## config.mk

```make
export PLATFORM = sky130hd
export DESIGN_NAME = cct_timer
export DESIGN_NICKNAME = d
export VERILOG_FILES = /design/src/include/cct_pkg.sv /design/src/hw/cct_timer.sv
export SDC_FILE = /design/constraint.sdc
export NUM_CORES = 1
export LEC_CHECK = 0
export ABC_AREA = 1
export BUFFER_PORTS_ARGS = -buffer_cell sky130_fd_sc_hd__clkbuf_2
export CAP_MARGIN = 10
export CELL_PAD_IN_SITES_DETAIL_PLACEMENT = 1
export CELL_PAD_IN_SITES_GLOBAL_PLACEMENT = 1
export CORE_MARGIN = 2
export CORE_UTILIZATION = 40
export DETAILED_ROUTE_END_ITERATION = 8
export PLACE_DENSITY_LB_ADDON = 0.1
export RECOVER_POWER = 50
export SETUP_SLACK_MARGIN = 0.2
export SYNTH_ARGS = -nofsm -noshare
export SYNTH_HDL_FRONTEND = slang
export SYNTH_SLANG_ARGS = --single-unit
```

## constraint.sdc

```tcl
create_clock -name aclk -period 2.45 [get_ports aclk]
set_clock_uncertainty 0.1 [all_clocks]
set_input_delay 0.1225 -clock aclk [delete_from_list [all_inputs] [get_ports aclk]]
set_output_delay 0.1225 -clock aclk [all_outputs]
set_load 0.01 [all_outputs]
```

## src/include/cct_pkg.sv

```systemverilog
// constants shared by the capture/compare timer
package cct_pkg;
   localparam int IDX_W = 6;
   // register indices; the byte address is four times the index
   localparam logic [5:0] IDX_MODE_SEL = 6'h00;
   localparam logic [5:0] IDX_FORCE = 6'h01;
   localparam logic [5:0] IDX_C7_MASK = 6'h02;
   localparam logic [5:0] IDX_C7_DATA = 6'h03;
   localparam logic [5:0] IDX_CNT_HI = 6'h04;
   localparam logic [5:0] IDX_CNT_LO = 6'h05;
   localparam logic [5:0] IDX_SCR1 = 6'h06;
   localparam logic [5:0] IDX_TOV = 6'h07;
   localparam logic [5:0] IDX_ACT_UP = 6'h08;
   localparam logic [5:0] IDX_ACT_LO = 6'h09;
   localparam logic [5:0] IDX_EDGE_UP = 6'h0a;
   localparam logic [5:0] IDX_EDGE_LO = 6'h0b;
   localparam logic [5:0] IDX_IRQ_EN = 6'h0c;
   localparam logic [5:0] IDX_SCR2 = 6'h0d;
   localparam logic [5:0] IDX_CH_FLAGS = 6'h0e;
   localparam logic [5:0] IDX_OVF_FLAG = 6'h0f;
   localparam logic [5:0] IDX_CH_VAL = 6'h10;
   localparam logic [5:0] IDX_CH_VAL_END = 6'h1f;
   localparam logic [5:0] IDX_ACC_CTL = 6'h20;
   localparam logic [5:0] IDX_ACC_FLAGS = 6'h21;
   localparam logic [5:0] IDX_ACC_HI = 6'h22;
   localparam logic [5:0] IDX_ACC_LO = 6'h23;
   localparam logic [5:0] IDX_PIN_DISC = 6'h2c;
   localparam logic [5:0] IDX_PRE_SEL = 6'h2e;
   // system control one fields
   localparam int SCR1_RUN = 7;
   localparam int SCR1_WAIT_STOP = 6;
   localparam int SCR1_FRZ_STOP = 5;
   localparam int SCR1_FAST_CLR = 4;
   localparam int SCR1_PRECISE = 3;
   localparam logic [7:0] SCR1_MASK = 8'hf8;
   // system control two fields
   localparam int SCR2_RST_ON_C7 = 3;
   localparam logic [7:0] SCR2_MASK = 8'h8f;
   // accumulator control fields
   localparam int ACC_EN = 6;
   localparam int ACC_GATED = 5;
   localparam int ACC_EDGE = 4;
   localparam logic [7:0] ACC_CTL_MASK = 8'h7f;
   localparam int OVF_FLAG_BIT = 7;
   localparam int ACC_OVF_BIT = 1;
   localparam int ACC_EDGE_BIT = 0;
   // gated accumulator time base: bus clock divided by this
   localparam int GATE_DIV = 64;
   localparam logic [7:0] RESET_BYTE = 8'h00;
   // output actions and edge selects (two bits each)
   localparam logic [1:0] ACT_NONE = 2'h0;
   localparam logic [1:0] ACT_TOGGLE = 2'h1;
   localparam logic [1:0] ACT_CLEAR = 2'h2;
   localparam logic [1:0] ACT_SET = 2'h3;
   localparam logic [1:0] EDG_OFF = 2'h0;
   localparam logic [1:0] EDG_RISE = 2'h1;
   localparam logic [1:0] EDG_FALL = 2'h2;
   localparam logic [1:0] AXI_OKAY = 2'h0;
   localparam logic [1:0] AXI_SLVERR = 2'h2;
endpackage

```

## src/hw/cct_timer.sv

```systemverilog
// eight-channel capture/compare timer with pulse accumulator
// What this block does
// RL1: 16-bit main counter clocked through a programmable prescaler.
// RL2: eight channels, each capture or compare, plus a pulse accumulator.
// RL3: capture channel records main count on the selected pin edge.
// RL4: compare channel drives its pin action when count matches its value.
// RL5: 16-bit accumulator counts events or gated time, chosen by software.
// RL6: event mode accumulator shares channel 7.
// RL7: channel 7 pin can also feed the pulse accumulator.
// RL8: 16-bit counter and channel values move as one word in one cycle.
// RL9: stop mode halts the clock, so the timer simply stands still.
// RL10: in freeze the counter runs unless the freeze-stop bit is set.
// RL11: in wait the main counter runs unless the wait-stop bit is set.
// RL12: counter runs while the run enable bit is one.
// RL13: one mode bit per channel, 0 capture, 1 compare, always read/write.
// RL14: eight pins, one per channel.
// RL15: register address is base plus offset.
// RL16: counter adds one per prescaled tick and wraps to zero.
// RL17: counter writes only act in test mode.
// RL18: force register reads zero; a one forces the compare action, no flag.
// RL19: channel 7 event overrides compare actions of channels 6 to 0.
//
// The AXI4-Lite interface to the registers was left to the implementer.
`timescale 1ns/1ps
module cct_timer #(
   parameter int NCH = 8
) (
   input wire logic aclk, // bus clock, 40 MHz
   input wire logic aresetn, // synchronous reset, active low
   input wire logic [31:0] s_axi_awaddr, // write address
   input wire logic s_axi_awvalid, // write address valid
   output logic s_axi_awready, // write address ready
   input wire logic [31:0] s_axi_wdata, // write data
   input wire logic [3:0] s_axi_wstrb, // write byte enables
   input wire logic s_axi_wvalid, // write data valid
   output logic s_axi_wready, // write data ready
   output logic [1:0] s_axi_bresp, // write response
   output logic s_axi_bvalid, // write response valid
   input wire logic s_axi_bready, // write response ready
   input wire logic [31:0] s_axi_araddr, // read address
   input wire logic s_axi_arvalid, // read address valid
   output logic s_axi_arready, // read address ready
   output logic [31:0] s_axi_rdata, // read data
   output logic [1:0] s_axi_rresp, // read response
   output logic s_axi_rvalid, // read data valid
   input wire logic s_axi_rready, // read data ready
   input wire logic test_mode, // special test mode, enables counter writes
   input wire logic wait_mode, // system wait mode
   input wire logic freeze_mode, // debug freeze
   input wire logic [NCH-1:0] ioc_in, // channel pin levels
   output logic [NCH-1:0] ioc_out, // channel pin drive value
   output logic [NCH-1:0] ioc_oe // channel pin drive enable
);
   // ************
   // registers
   // ************
   logic [7:0] mode_sel, c7_mask, c7_data, scr1, tov, irq_en, scr2, ch_flags;
   logic [7:0] acc_ctl, pin_disc, pre_sel;
   logic [15:0] act_sel, edge_sel, main_count, acc_count;
   logic ovf_flag, acc_ovf, acc_edge_f;
   logic [15:0] ch_val [NCH]; //RL2
   logic [NCH-1:0] pin_q;

   function automatic logic [1:0] pick2(input logic [15:0] f, input int ch);
      pick2 = f[2*ch +: 2];
   endfunction

   function automatic logic apply_act(input logic [1:0] a, input logic cur);
      case (a)
         cct_pkg::ACT_TOGGLE: apply_act = ~cur;
         cct_pkg::ACT_CLEAR: apply_act = 1'b0;
         cct_pkg::ACT_SET: apply_act = 1'b1;
         default: apply_act = cur;
      endcase
   endfunction

   // ************
   // axi4-lite slave
   // ************
   logic aw_hold, w_hold;
   logic [5:0] aw_idx;
   logic [31:0] w_data;
   logic [3:0] w_strb;
   logic wr_go, rd_go;
   logic [5:0] wr_idx, rd_idx;
   logic [31:0] next_rdata;
   logic rd_hit;

   assign s_axi_awready = ~aw_hold & ~s_axi_bvalid;
   assign s_axi_wready = ~w_hold & ~s_axi_bvalid;
   assign s_axi_arready = ~s_axi_rvalid;
   assign wr_go = aw_hold & w_hold & ~s_axi_bvalid;
   assign rd_go = s_axi_arvalid & s_axi_arready;
   assign wr_idx = aw_idx;
   assign rd_idx = s_axi_araddr[7:2];

   function automatic logic mapped(input logic [31:0] a);
      logic [5:0] i;
      i = a[7:2];
      mapped = (a[31:8] == 24'h000000) && (i <= cct_pkg::IDX_ACC_LO || i == cct_pkg::IDX_PIN_DISC
               || i == cct_pkg::IDX_PRE_SEL);
   endfunction

   always_ff @(posedge aclk) begin
      if (!aresetn) begin
         aw_hold <= 1'b0;
         w_hold <= 1'b0;
         aw_idx <= 6'h00;
         w_data <= 32'h00000000;
         w_strb <= 4'h0;
         s_axi_bvalid <= 1'b0;
         s_axi_bresp <= cct_pkg::AXI_OKAY;
      end else begin
         if (s_axi_awvalid && s_axi_awready) begin
            aw_hold <= 1'b1;
            aw_idx <= s_axi_awaddr[7:2];
            s_axi_bresp <= mapped(s_axi_awaddr) ? cct_pkg::AXI_OKAY : cct_pkg::AXI_SLVERR;
         end
         if (s_axi_wvalid && s_axi_wready) begin
            w_hold <= 1'b1;
            w_data <= s_axi_wdata;
            w_strb <= s_axi_wstrb;
         end
         if (wr_go) begin
            aw_hold <= 1'b0;
            w_hold <= 1'b0;
            s_axi_bvalid <= 1'b1;
         end else if (s_axi_bready) begin
            s_axi_bvalid <= 1'b0;
         end
      end
   end

   // write strobes per byte lane; a write to an unmapped index is dropped
   logic wr_b0, wr_b1;
   assign wr_b0 = wr_go && (s_axi_bresp == cct_pkg::AXI_OKAY) && w_strb[0];
   assign wr_b1 = wr_go && (s_axi_bresp == cct_pkg::AXI_OKAY) && w_strb[1];

   // ************
   // prescaler and main counter
   // ************
   logic run, tick, wrap, c7_match, c7_event;
   logic [7:0] pre_cnt, pre_top;
   assign run = scr1[cct_pkg::SCR1_RUN] //RL12
      && !(wait_mode && scr1[cct_pkg::SCR1_WAIT_STOP]) //RL11
      && !(freeze_mode && scr1[cct_pkg::SCR1_FRZ_STOP]); //RL10
   assign pre_top = scr1[cct_pkg::SCR1_PRECISE] ? pre_sel : 8'((9'h1 << scr2[2:0]) - 9'h1); //RL1
   assign tick = run && (pre_cnt >= pre_top); //RL9
   assign wrap = tick && (main_count == 16'hffff);

   always_ff @(posedge aclk) begin
      if (!aresetn || !run) begin
         pre_cnt <= 8'h00;
      end else begin
         pre_cnt <= tick ? 8'h00 : 8'(pre_cnt + 8'h01);
      end
   end

   always_ff @(posedge aclk) begin
      if (!aresetn) begin
         main_count <= 16'h0000;
      end else if (test_mode && wr_b0 && wr_idx == cct_pkg::IDX_CNT_HI) begin
         main_count <= {wr_b1 ? w_data[15:8] : main_count[15:8], w_data[7:0]}; //RL17 RL8
      end else if (test_mode && wr_b0 && wr_idx == cct_pkg::IDX_CNT_LO) begin
         main_count <= {main_count[15:8], w_data[7:0]}; //RL17
      end else if (tick) begin
         if (scr2[cct_pkg::SCR2_RST_ON_C7] && c7_match) begin
            main_count <= 16'h0000;
         end else begin
            main_count <= 16'(main_count + 16'h0001); //RL16
         end
      end
   end

   // ************
   // pin synchronisers
   // ************
   logic [NCH-1:0] sync1, sync2, sync3, pin_f, rise, fall;
   always_ff @(posedge aclk) begin
      if (!aresetn) begin
         sync1 <= '0;
         sync2 <= '0;
         sync3 <= '0;
         pin_f <= '0;
      end else begin
         sync1 <= ioc_in;
         sync2 <= sync1;
         sync3 <= sync2;
         pin_f <= (sync2 & sync3) | (pin_f & (sync2 | sync3));
      end
   end
   assign rise = sync2 & sync3 & ~pin_f;
   assign fall = ~sync2 & ~sync3 & pin_f;

   // ************
   // channels
   // ************
   logic [NCH-1:0] cap, match, force_ch, ch_set;
   assign force_ch = (wr_b0 && wr_idx == cct_pkg::IDX_FORCE) ? w_data[NCH-1:0] : '0; //RL18
   assign c7_match = tick && mode_sel[NCH-1] && (main_count == ch_val[NCH-1]);
   assign c7_event = c7_match || (wrap && tov[NCH-1]);

   // per-channel capture, match and flag set; each bit has one driver
   genvar g;
   generate
      for (g = 0; g < NCH; g++) begin : gen_ch
         logic [1:0] es;
         assign es = pick2(edge_sel, g);
         assign cap[g] = !mode_sel[g] && ((es == cct_pkg::EDG_RISE && rise[g]) //RL3
            || (es == cct_pkg::EDG_FALL && fall[g]) || (es == 2'h3 && (rise[g] | fall[g])));
         assign match[g] = tick && mode_sel[g] && (main_count == ch_val[g]); //RL4
         assign ch_set[g] = (cap[g] || match[g]) && !force_ch[g]; //RL18
      end
   endgenerate

   always_ff @(posedge aclk) begin
      if (!aresetn) begin
         for (int i = 0; i < NCH; i++) begin
            ch_val[i] <= 16'h0000;
         end
      end else begin
         for (int i = 0; i < NCH; i++) begin
            if (cap[i]) begin
               ch_val[i] <= main_count; //RL3
            end else if (wr_b0 && wr_idx == 6'(cct_pkg::IDX_CH_VAL + 6'(2 * i))) begin
               ch_val[i] <= {wr_b1 ? w_data[15:8] : ch_val[i][15:8], w_data[7:0]}; //RL8
            end else if (wr_b0 && wr_idx == 6'(cct_pkg::IDX_CH_VAL + 6'(2 * i + 1))) begin
               ch_val[i] <= {ch_val[i][15:8], w_data[7:0]};
            end
         end
      end
   end

   // pin drive: forced action first, then channel 7 override, match, overflow toggle
   always_ff @(posedge aclk) begin
      if (!aresetn) begin
         pin_q <= '0;
      end else begin
         for (int i = 0; i < NCH; i++) begin
            if (force_ch[i] && mode_sel[i]) begin
               pin_q[i] <= apply_act(pick2(act_sel, i), pin_q[i]); //RL18
            end else if (c7_event && c7_mask[i]) begin
               pin_q[i] <= c7_data[i]; //RL19
            end else if (match[i]) begin
               pin_q[i] <= apply_act(pick2(act_sel, i), pin_q[i]); //RL4
            end else if (wrap && tov[i]) begin
               pin_q[i] <= ~pin_q[i];
            end
         end
      end
   end
   assign ioc_out = pin_q; //RL14
   assign ioc_oe = mode_sel & ~pin_disc; //RL13 RL14

   // ************
   // pulse accumulator on channel 7 pin
   // ************
   logic acc_on, acc_evt, acc_gate_end, acc_inc, gate_tick;
   logic [5:0] gate_cnt;
   assign acc_on = acc_ctl[cct_pkg::ACC_EN];
   assign gate_tick = (gate_cnt == 6'(cct_pkg::GATE_DIV - 1));
   assign acc_evt = acc_ctl[cct_pkg::ACC_EDGE] ? rise[NCH-1] : fall[NCH-1]; //RL6 RL7
   assign acc_gate_end = acc_ctl[cct_pkg::ACC_EDGE] ? rise[NCH-1] : fall[NCH-1];
   assign acc_inc = acc_on && (acc_ctl[cct_pkg::ACC_GATED]
      ? (gate_tick && (pin_f[NCH-1] ^ acc_ctl[cct_pkg::ACC_EDGE])) : acc_evt); //RL5

   always_ff @(posedge aclk) begin
      if (!aresetn || !acc_on) begin
         gate_cnt <= 6'h00;
      end else begin
         gate_cnt <= 6'(gate_cnt + 6'h01);
      end
   end

   always_ff @(posedge aclk) begin
      if (!aresetn) begin
         acc_count <= 16'h0000;
      end else if (wr_b0 && wr_idx == cct_pkg::IDX_ACC_HI) begin
         acc_count <= {wr_b1 ? w_data[15:8] : acc_count[15:8], w_data[7:0]};
      end else if (wr_b0 && wr_idx == cct_pkg::IDX_ACC_LO) begin
         acc_count <= {acc_count[15:8], w_data[7:0]};
      end else if (acc_inc) begin
         acc_count <= 16'(acc_count + 16'h0001); //RL5
      end
   end

   // ************
   // plain control registers and flags (set wins over write-one-clear)
   // ************
   logic flag_wr, ovf_wr, accf_wr;
   assign flag_wr = wr_b0 && wr_idx == cct_pkg::IDX_CH_FLAGS;
   assign ovf_wr = wr_b0 && wr_idx == cct_pkg::IDX_OVF_FLAG;
   assign accf_wr = wr_b0 && wr_idx == cct_pkg::IDX_ACC_FLAGS;

   always_ff @(posedge aclk) begin
      if (!aresetn) begin
         ch_flags <= cct_pkg::RESET_BYTE;
         ovf_flag <= 1'b0;
         acc_ovf <= 1'b0;
         acc_edge_f <= 1'b0;
      end else begin
         ch_flags <= (ch_flags & ~(flag_wr ? w_data[7:0] : 8'h00)) | ch_set;
         ovf_flag <= (ovf_flag & ~(ovf_wr && w_data[cct_pkg::OVF_FLAG_BIT])) | wrap;
         acc_ovf <= (acc_ovf & ~(accf_wr && w_data[cct_pkg::ACC_OVF_BIT]))
            | (acc_inc && acc_count == 16'hffff);
         acc_edge_f <= (acc_edge_f & ~(accf_wr && w_data[cct_pkg::ACC_EDGE_BIT]))
            | (acc_on && (acc_ctl[cct_pkg::ACC_GATED] ? acc_gate_end : acc_evt));
      end
   end

   always_ff @(posedge aclk) begin
      if (!aresetn) begin
         mode_sel <= cct_pkg::RESET_BYTE;
         c7_mask <= cct_pkg::RESET_BYTE;
         c7_data <= cct_pkg::RESET_BYTE;
         scr1 <= cct_pkg::RESET_BYTE;
         tov <= cct_pkg::RESET_BYTE;
         act_sel <= 16'h0000;
         edge_sel <= 16'h0000;
         irq_en <= cct_pkg::RESET_BYTE;
         scr2 <= cct_pkg::RESET_BYTE;
         acc_ctl <= cct_pkg::RESET_BYTE;
         pin_disc <= cct_pkg::RESET_BYTE;
         pre_sel <= cct_pkg::RESET_BYTE;
      end else if (wr_b0) begin
         case (wr_idx)
            cct_pkg::IDX_MODE_SEL: mode_sel <= w_data[7:0]; //RL13 RL15
            cct_pkg::IDX_C7_MASK: c7_mask <= w_data[7:0];
            cct_pkg::IDX_C7_DATA: c7_data <= w_data[7:0];
            cct_pkg::IDX_SCR1: scr1 <= w_data[7:0] & cct_pkg::SCR1_MASK;
            cct_pkg::IDX_TOV: tov <= w_data[7:0];
            cct_pkg::IDX_ACT_UP: act_sel[15:8] <= w_data[7:0];
            cct_pkg::IDX_ACT_LO: act_sel[7:0] <= w_data[7:0];
            cct_pkg::IDX_EDGE_UP: edge_sel[15:8] <= w_data[7:0];
            cct_pkg::IDX_EDGE_LO: edge_sel[7:0] <= w_data[7:0];
            cct_pkg::IDX_IRQ_EN: irq_en <= w_data[7:0];
            cct_pkg::IDX_SCR2: scr2 <= w_data[7:0] & cct_pkg::SCR2_MASK;
            cct_pkg::IDX_ACC_CTL: acc_ctl <= w_data[7:0] & cct_pkg::ACC_CTL_MASK;
            cct_pkg::IDX_PIN_DISC: pin_disc <= w_data[7:0];
            cct_pkg::IDX_PRE_SEL: pre_sel <= w_data[7:0];
            default: ;
         endcase
      end
   end

   // ************
   // read path
   // ************
   always_comb begin
      next_rdata = 32'h00000000;
      rd_hit = mapped(s_axi_araddr);
      case (rd_idx)
         cct_pkg::IDX_MODE_SEL: next_rdata[7:0] = mode_sel; //RL13
         cct_pkg::IDX_FORCE: next_rdata = 32'h00000000; //RL18
         cct_pkg::IDX_C7_MASK: next_rdata[7:0] = c7_mask;
         cct_pkg::IDX_C7_DATA: next_rdata[7:0] = c7_data;
         cct_pkg::IDX_CNT_HI: next_rdata[15:0] = main_count; //RL8
         cct_pkg::IDX_CNT_LO: next_rdata[7:0] = main_count[7:0];
         cct_pkg::IDX_SCR1: next_rdata[7:0] = scr1;
         cct_pkg::IDX_TOV: next_rdata[7:0] = tov;
         cct_pkg::IDX_ACT_UP: next_rdata[7:0] = act_sel[15:8];
         cct_pkg::IDX_ACT_LO: next_rdata[7:0] = act_sel[7:0];
         cct_pkg::IDX_EDGE_UP: next_rdata[7:0] = edge_sel[15:8];
         cct_pkg::IDX_EDGE_LO: next_rdata[7:0] = edge_sel[7:0];
         cct_pkg::IDX_IRQ_EN: next_rdata[7:0] = irq_en;
         cct_pkg::IDX_SCR2: next_rdata[7:0] = scr2;
         cct_pkg::IDX_CH_FLAGS: next_rdata[7:0] = ch_flags;
         cct_pkg::IDX_OVF_FLAG: next_rdata[cct_pkg::OVF_FLAG_BIT] = ovf_flag;
         cct_pkg::IDX_ACC_CTL: next_rdata[7:0] = acc_ctl;
         cct_pkg::IDX_ACC_FLAGS: next_rdata[1:0] = {acc_ovf, acc_edge_f};
         cct_pkg::IDX_ACC_HI: next_rdata[15:0] = acc_count;
         cct_pkg::IDX_ACC_LO: next_rdata[7:0] = acc_count[7:0];
         cct_pkg::IDX_PIN_DISC: next_rdata[7:0] = pin_disc;
         cct_pkg::IDX_PRE_SEL: next_rdata[7:0] = pre_sel;
         default: begin
            if (rd_idx >= cct_pkg::IDX_CH_VAL && rd_idx <= cct_pkg::IDX_CH_VAL_END) begin
               next_rdata[15:0] = rd_idx[0] ? {8'h00, ch_val[rd_idx[3:1]][7:0]} : ch_val[rd_idx[3:1]];
            end
         end
      endcase
      if (!rd_hit) begin
         next_rdata = 32'h00000000;
      end
   end

   always_ff @(posedge aclk) begin
      if (!aresetn) begin
         s_axi_rvalid <= 1'b0;
         s_axi_rdata <= 32'h00000000;
         s_axi_rresp <= cct_pkg::AXI_OKAY;
      end else if (rd_go) begin
         s_axi_rvalid <= 1'b1;
         s_axi_rdata <= next_rdata;
         s_axi_rresp <= rd_hit ? cct_pkg::AXI_OKAY : cct_pkg::AXI_SLVERR;
      end else if (s_axi_rready) begin
         s_axi_rvalid <= 1'b0;
      end
   end

   // ************
   // assertions
   // ************
   a_count_steps: assert property (@(posedge aclk) disable iff (!aresetn) //RL16
      tick && !test_mode && !(scr2[cct_pkg::SCR2_RST_ON_C7] && c7_match)
      |=> main_count == 16'($past(main_count) + 16'h0001))
      else $error("main count did not step on tick");
   a_count_holds: assert property (@(posedge aclk) disable iff (!aresetn) //RL12
      !scr1[cct_pkg::SCR1_RUN] && !test_mode |=> $stable(main_count))
      else $error("main count moved while disabled");
   a_wait_stop: assert property (@(posedge aclk) disable iff (!aresetn) //RL11
      wait_mode && scr1[cct_pkg::SCR1_WAIT_STOP] |-> !tick)
      else $error("tick in wait with wait stop set");
   a_freeze_stop: assert property (@(posedge aclk) disable iff (!aresetn) //RL10
      freeze_mode && scr1[cct_pkg::SCR1_FRZ_STOP] && !test_mode |=> $stable(main_count))
      else $error("count moved in freeze");
   a_capture_val: assert property (@(posedge aclk) disable iff (!aresetn) //RL3
      cap[2] |=> ch_val[2] == $past(main_count) && ch_flags[2])
      else $error("capture did not record count");
   a_force_zero: assert property (@(posedge aclk) disable iff (!aresetn) //RL18
      rd_go && rd_idx == cct_pkg::IDX_FORCE |=> s_axi_rdata == 32'h00000000)
      else $error("force register read nonzero");
   a_force_noflag: assert property (@(posedge aclk) disable iff (!aresetn) //RL18
      force_ch[0] && !ch_flags[0] && !(flag_wr) |=> !ch_flags[0])
      else $error("forced compare set a flag");
   a_c7_override: assert property (@(posedge aclk) disable iff (!aresetn) //RL19
      c7_event && c7_mask[1] && !force_ch[1] |=> pin_q[1] == $past(c7_data[1]))
      else $error("channel 7 event not applied");
   a_mode_drive: assert property (@(posedge aclk) disable iff (!aresetn) //RL13
      wr_b0 && wr_idx == cct_pkg::IDX_MODE_SEL && !pin_disc[3] |=> ioc_oe[3] == $past(w_data[3]))
      else $error("mode write did not reach pin enable");
   a_cnt_no_write: assert property (@(posedge aclk) disable iff (!aresetn) //RL17
      !test_mode && !tick ##1 !test_mode |-> $stable(main_count))
      else $error("count changed without tick");
endmodule

```

==> flow_summary.yaml <==
routing:
  num_vias: 26910
  vias_per_cell: 5.986
  drt_iter0_markers: 2589
  drc_errors: 0
  firstDrtPassIters: 5
  drt.antenna.violating_nets: 0
  finalWirelength_um: 127000
  post_drt_wl_per_cell_um: 28.26
synthesis:
  synth_edf_count: 128
  yosys_register_bits: 376
  yosysTopAreaCell: "dfxtp_1"
  yosys_warnings: 0
  synth_top_cell_area_share: 0.2226
  async_flop_share: 0
  synth.area.mux_share: 0
  syn_inst: 3173
  synth_compound_area_frac: 0.2208
  synthAdderAreaFrac: 0.006731
  synth_area_per_cell_sq_um: 7.030
  synth_cell_type_count: 66
  synth.cell_area_sq_um: 22310
  synth-main-ff-cell: "dfxtp_1"
  yosysSeqAreaShare: 0.3949
  synth_xor_area_frac: 0.01963
  synth_top_family_by_area: "simple AND/OR/NAND/NOR gates"
  synthTopCellsByArea: "dfxtp_1 22%, edfxtp_1 17%, nand2_1 11%"
  synth-simple-area-share: 0.2535
finish:
  drive_gt1_frac: 0.2642
  final_area_sq_um: 30810
  stdcell_count: 4495
  final_common_cell: "nand2_1"
  syn2layout_area_growth_pct: 38.10
  nets: 3837
  layout_common_cells: "623 x nand2_1, 334 x inv_1, 313 x a21oi_1"
sta:
  fin_hold_ws_ns: 0.1018
  rsz0062_at_grt: "yes"
  timing.slew.headroom: 0.2549
  period_share: 1.111
  fin_crit_ns: 2.722
  layout_setup_ws_ns: -0.2724
  tns_ns: -19.43
  worst_pin_slew_ns: 1.118
  fmax_ghz: 0.3673
  setup_violations: 244
  slew_viol_final: 0
  hold_viol_final: 0
cts:
  htree_levels: 2
  clk_pin_slew_ns: 0.06
  cts_tree: "built"
  cts-root-buf: "clkbuf_16"
  numCtsBuffers: 45
  clock_path_buffers: 3
  insertion_delay_ns: 0.62
  cts.sinks: 376
placed_design:
  post-place-ws_ns: -0.3234
  dpl_cell_area_sq_um: 26040
  place_congestion: 1.050
  place.port_buffers: 134
  dp_cells: 4243
  place_hpwl_um: 92050
die:
  row_count: 86
  start_util: 0.4049
  core_sq_um: 55090
  dieArea_sq_um: 57670
  fp.dieH_um: 240.2
  num_io_pins: 175
  die_w_um: 240.2
worst_setup_path:
  rr_worst_depth: 16
  required_ns: 2.86
  critical_path.endpoint: "main_count[3]$_SDFFE_PN0P_"
  critPathLaunchType: "register"
  critical_path_depth: 16
  cp_slowest_cell: "dfxtp_4"
  crit_path_cell_trace: "nor2_4, a21oi_1, ha_1, nand2_2, nor2_2, nor2_2, nand2_2, nand2_4, nand2_8, nand2_8, buf_8, buf_6, nor2_4, buf_12, nand3b_1, a21oi_1"
  slowest_delay_ns: 0.39
  cp_num_buf_inv: 3
  cpLargestDelayFamily: "simple AND/OR/NAND/NOR gates"
  end_kind: "register"
  reg2reg_from: "scr1[3]$_SDFFE_PN0P_"
  rr_endpoint: "main_count[3]$_SDFFE_PN0P_"
  reg2reg_slack_ns: -0.27
  cp_data_arrival_time_ns: 3.13
  path_class: "reg2reg"
  crit_start: "scr1[3]$_SDFFE_PN0P_"
  cp_max_fo: 8
job:
  maxCapViolations: 0
outcome:
  violations: "negative setup slack"
  status: "finished with violations"
global_routing:
  grt_antenna_before_repair: 5
  track_usage: 0.4168
  grt_pass1_wl_um: 175400
  grt_pass1_vias: 26480
  overflow: 0
  grt_max_degree: 95
power:
  ir_worst_vdd_uv: 598.1
  power.leakage_uw: 0.01301
  pwr_density_cell_nw_per_um2: 522.8
min_path:
  hold_path_class: "in2reg"
  hp-start: "wait_mode"
-- worst reg2reg max path: cells and delay by family (launching register included) --
family / cells / cell delay [ns]
adders and majority gates: 1 / 0.35
and+or+nand+nor: 10 / 1.07
AOI/OAI and AO/OA: 2 / 0.26
buffers and inverters: 3 / 0.47
DFF: 1 / 0.39
-- state kept, by name, indices dropped and copies added (netlist names), 16 cells and up --
signal and count:
ch_val 128, acc_count 16, act_sel 16, edge_sel 16
main_count 16, s_axi_rdata 16, w_data 16
-- per-layer routing --
layer	GRT usage	share of wire
met1	0.4970	0.37
met2	0.6900	0.46
met3	0.07325	0.078
met4	0.2746	0.082
met5	0	0.00037
-- layout make-up --
| cell class | count | area, sq um |
|---|---|---|
| Fill cell | 6906 | 24290 |
| Antenna cell | 4 | 10.01 |
| Multi-Input combinational cell | 2259 | 12600 |
| Inverter | 394 | 1602 |
| Timing Repair inverter | 1 | 8.758 |
| Sequential cell | 376 | 8833 |
| Timing Repair Buffer | 630 | 5164 |
| Tap cell | 748 | 935.9 |
| Clock buffer | 59 | 1269 |
| Clock inverter | 24 | 386.6 |
-- cells by family (layout without fill, tap and decap cells) --
family,count (synthesis),count (layout)
flip-flops,376,376
buffers and inverters,557,1108
XOR/XNOR,50,50
adder cells (fa/ha/maj),12,12
AO/OA/AOI/OAI,891,891
other,1,22
AND/OR/NAND/NOR,1286,1288
-- worst min-delay path by stage --
stage	endpoint	slack, ns	cells past startpoint
3_3_place_gp	sync1[6]$_SDFF_PN0_	0.21	3
5_1_grt	pre_cnt[4]$_SDFF_PP0_	0.10	5
6_report	pre_cnt[6]$_SDFF_PP0_	0.10	5
4_1_cts	s_axi_rdata[5]$_SDFFE_PN0P_	0.002	8
2_1_floorplan	sync1[0]$_SDFF_PN0_	0.12	2
3_5_place_dp	sync1[4]$_SDFF_PN0_	0.22	3
-- where the power goes --
part	internal [uW]	leakage, uW	switching [uW]
sequential	6580	0.00334	184
clock	4540	0.000809	3060
combinational	542	0.00887	1210
-- timing repair --
item	4_1_cts	5_1_grt
gates resized for setup	123	419
pin swaps	23	98
gates cloned	2	7
endpoints found under the setup margin	248	340
buffers inserted	14	67
hold buffers	80	0
endpoints found under the hold margin	63	0
-- through the flow --
step	power, uW	utilization
floorplan	7537	-
global placement	8347	0.4726
detailed placement	8373	0.4726
CTS	15960	0.5286
global route	16400	0.5591
finish	16100	0.5592
-- Yosys cell counts, types with 3 or more instances --
cell type  count
a211oi_1      28
a21oi_1      358
a21oi_2        4
a22oi_1       10
a31oi_1        9
and3_1         4
buf_1          6
buf_2         51
buf_4         30
buf_6          7
clkbuf_1      69
dfxtp_1      248
edfxtp_1     128
ha_1          12
inv_1        354
inv_2         35
nand2_1      671
nand2_2       15
nand3_1      136
nand3b_1       8
nand4_1       59
nor2_1       282
nor2_2        17
nor2_4        16
nor3_1        39
nor3_2         5
nor3b_1        5
nor4_1        11
o2111a_1       6
o2111ai_1      5
o211ai_1      25
o21a_1         3
o21ai_0      365
o21ai_1        8
o21ai_2        5
o221ai_1       8
o22ai_1       36
o31ai_1        3
or2_2          6
xnor2_1       17
xor2_1        33
Power figures use the tool's default switching activity.
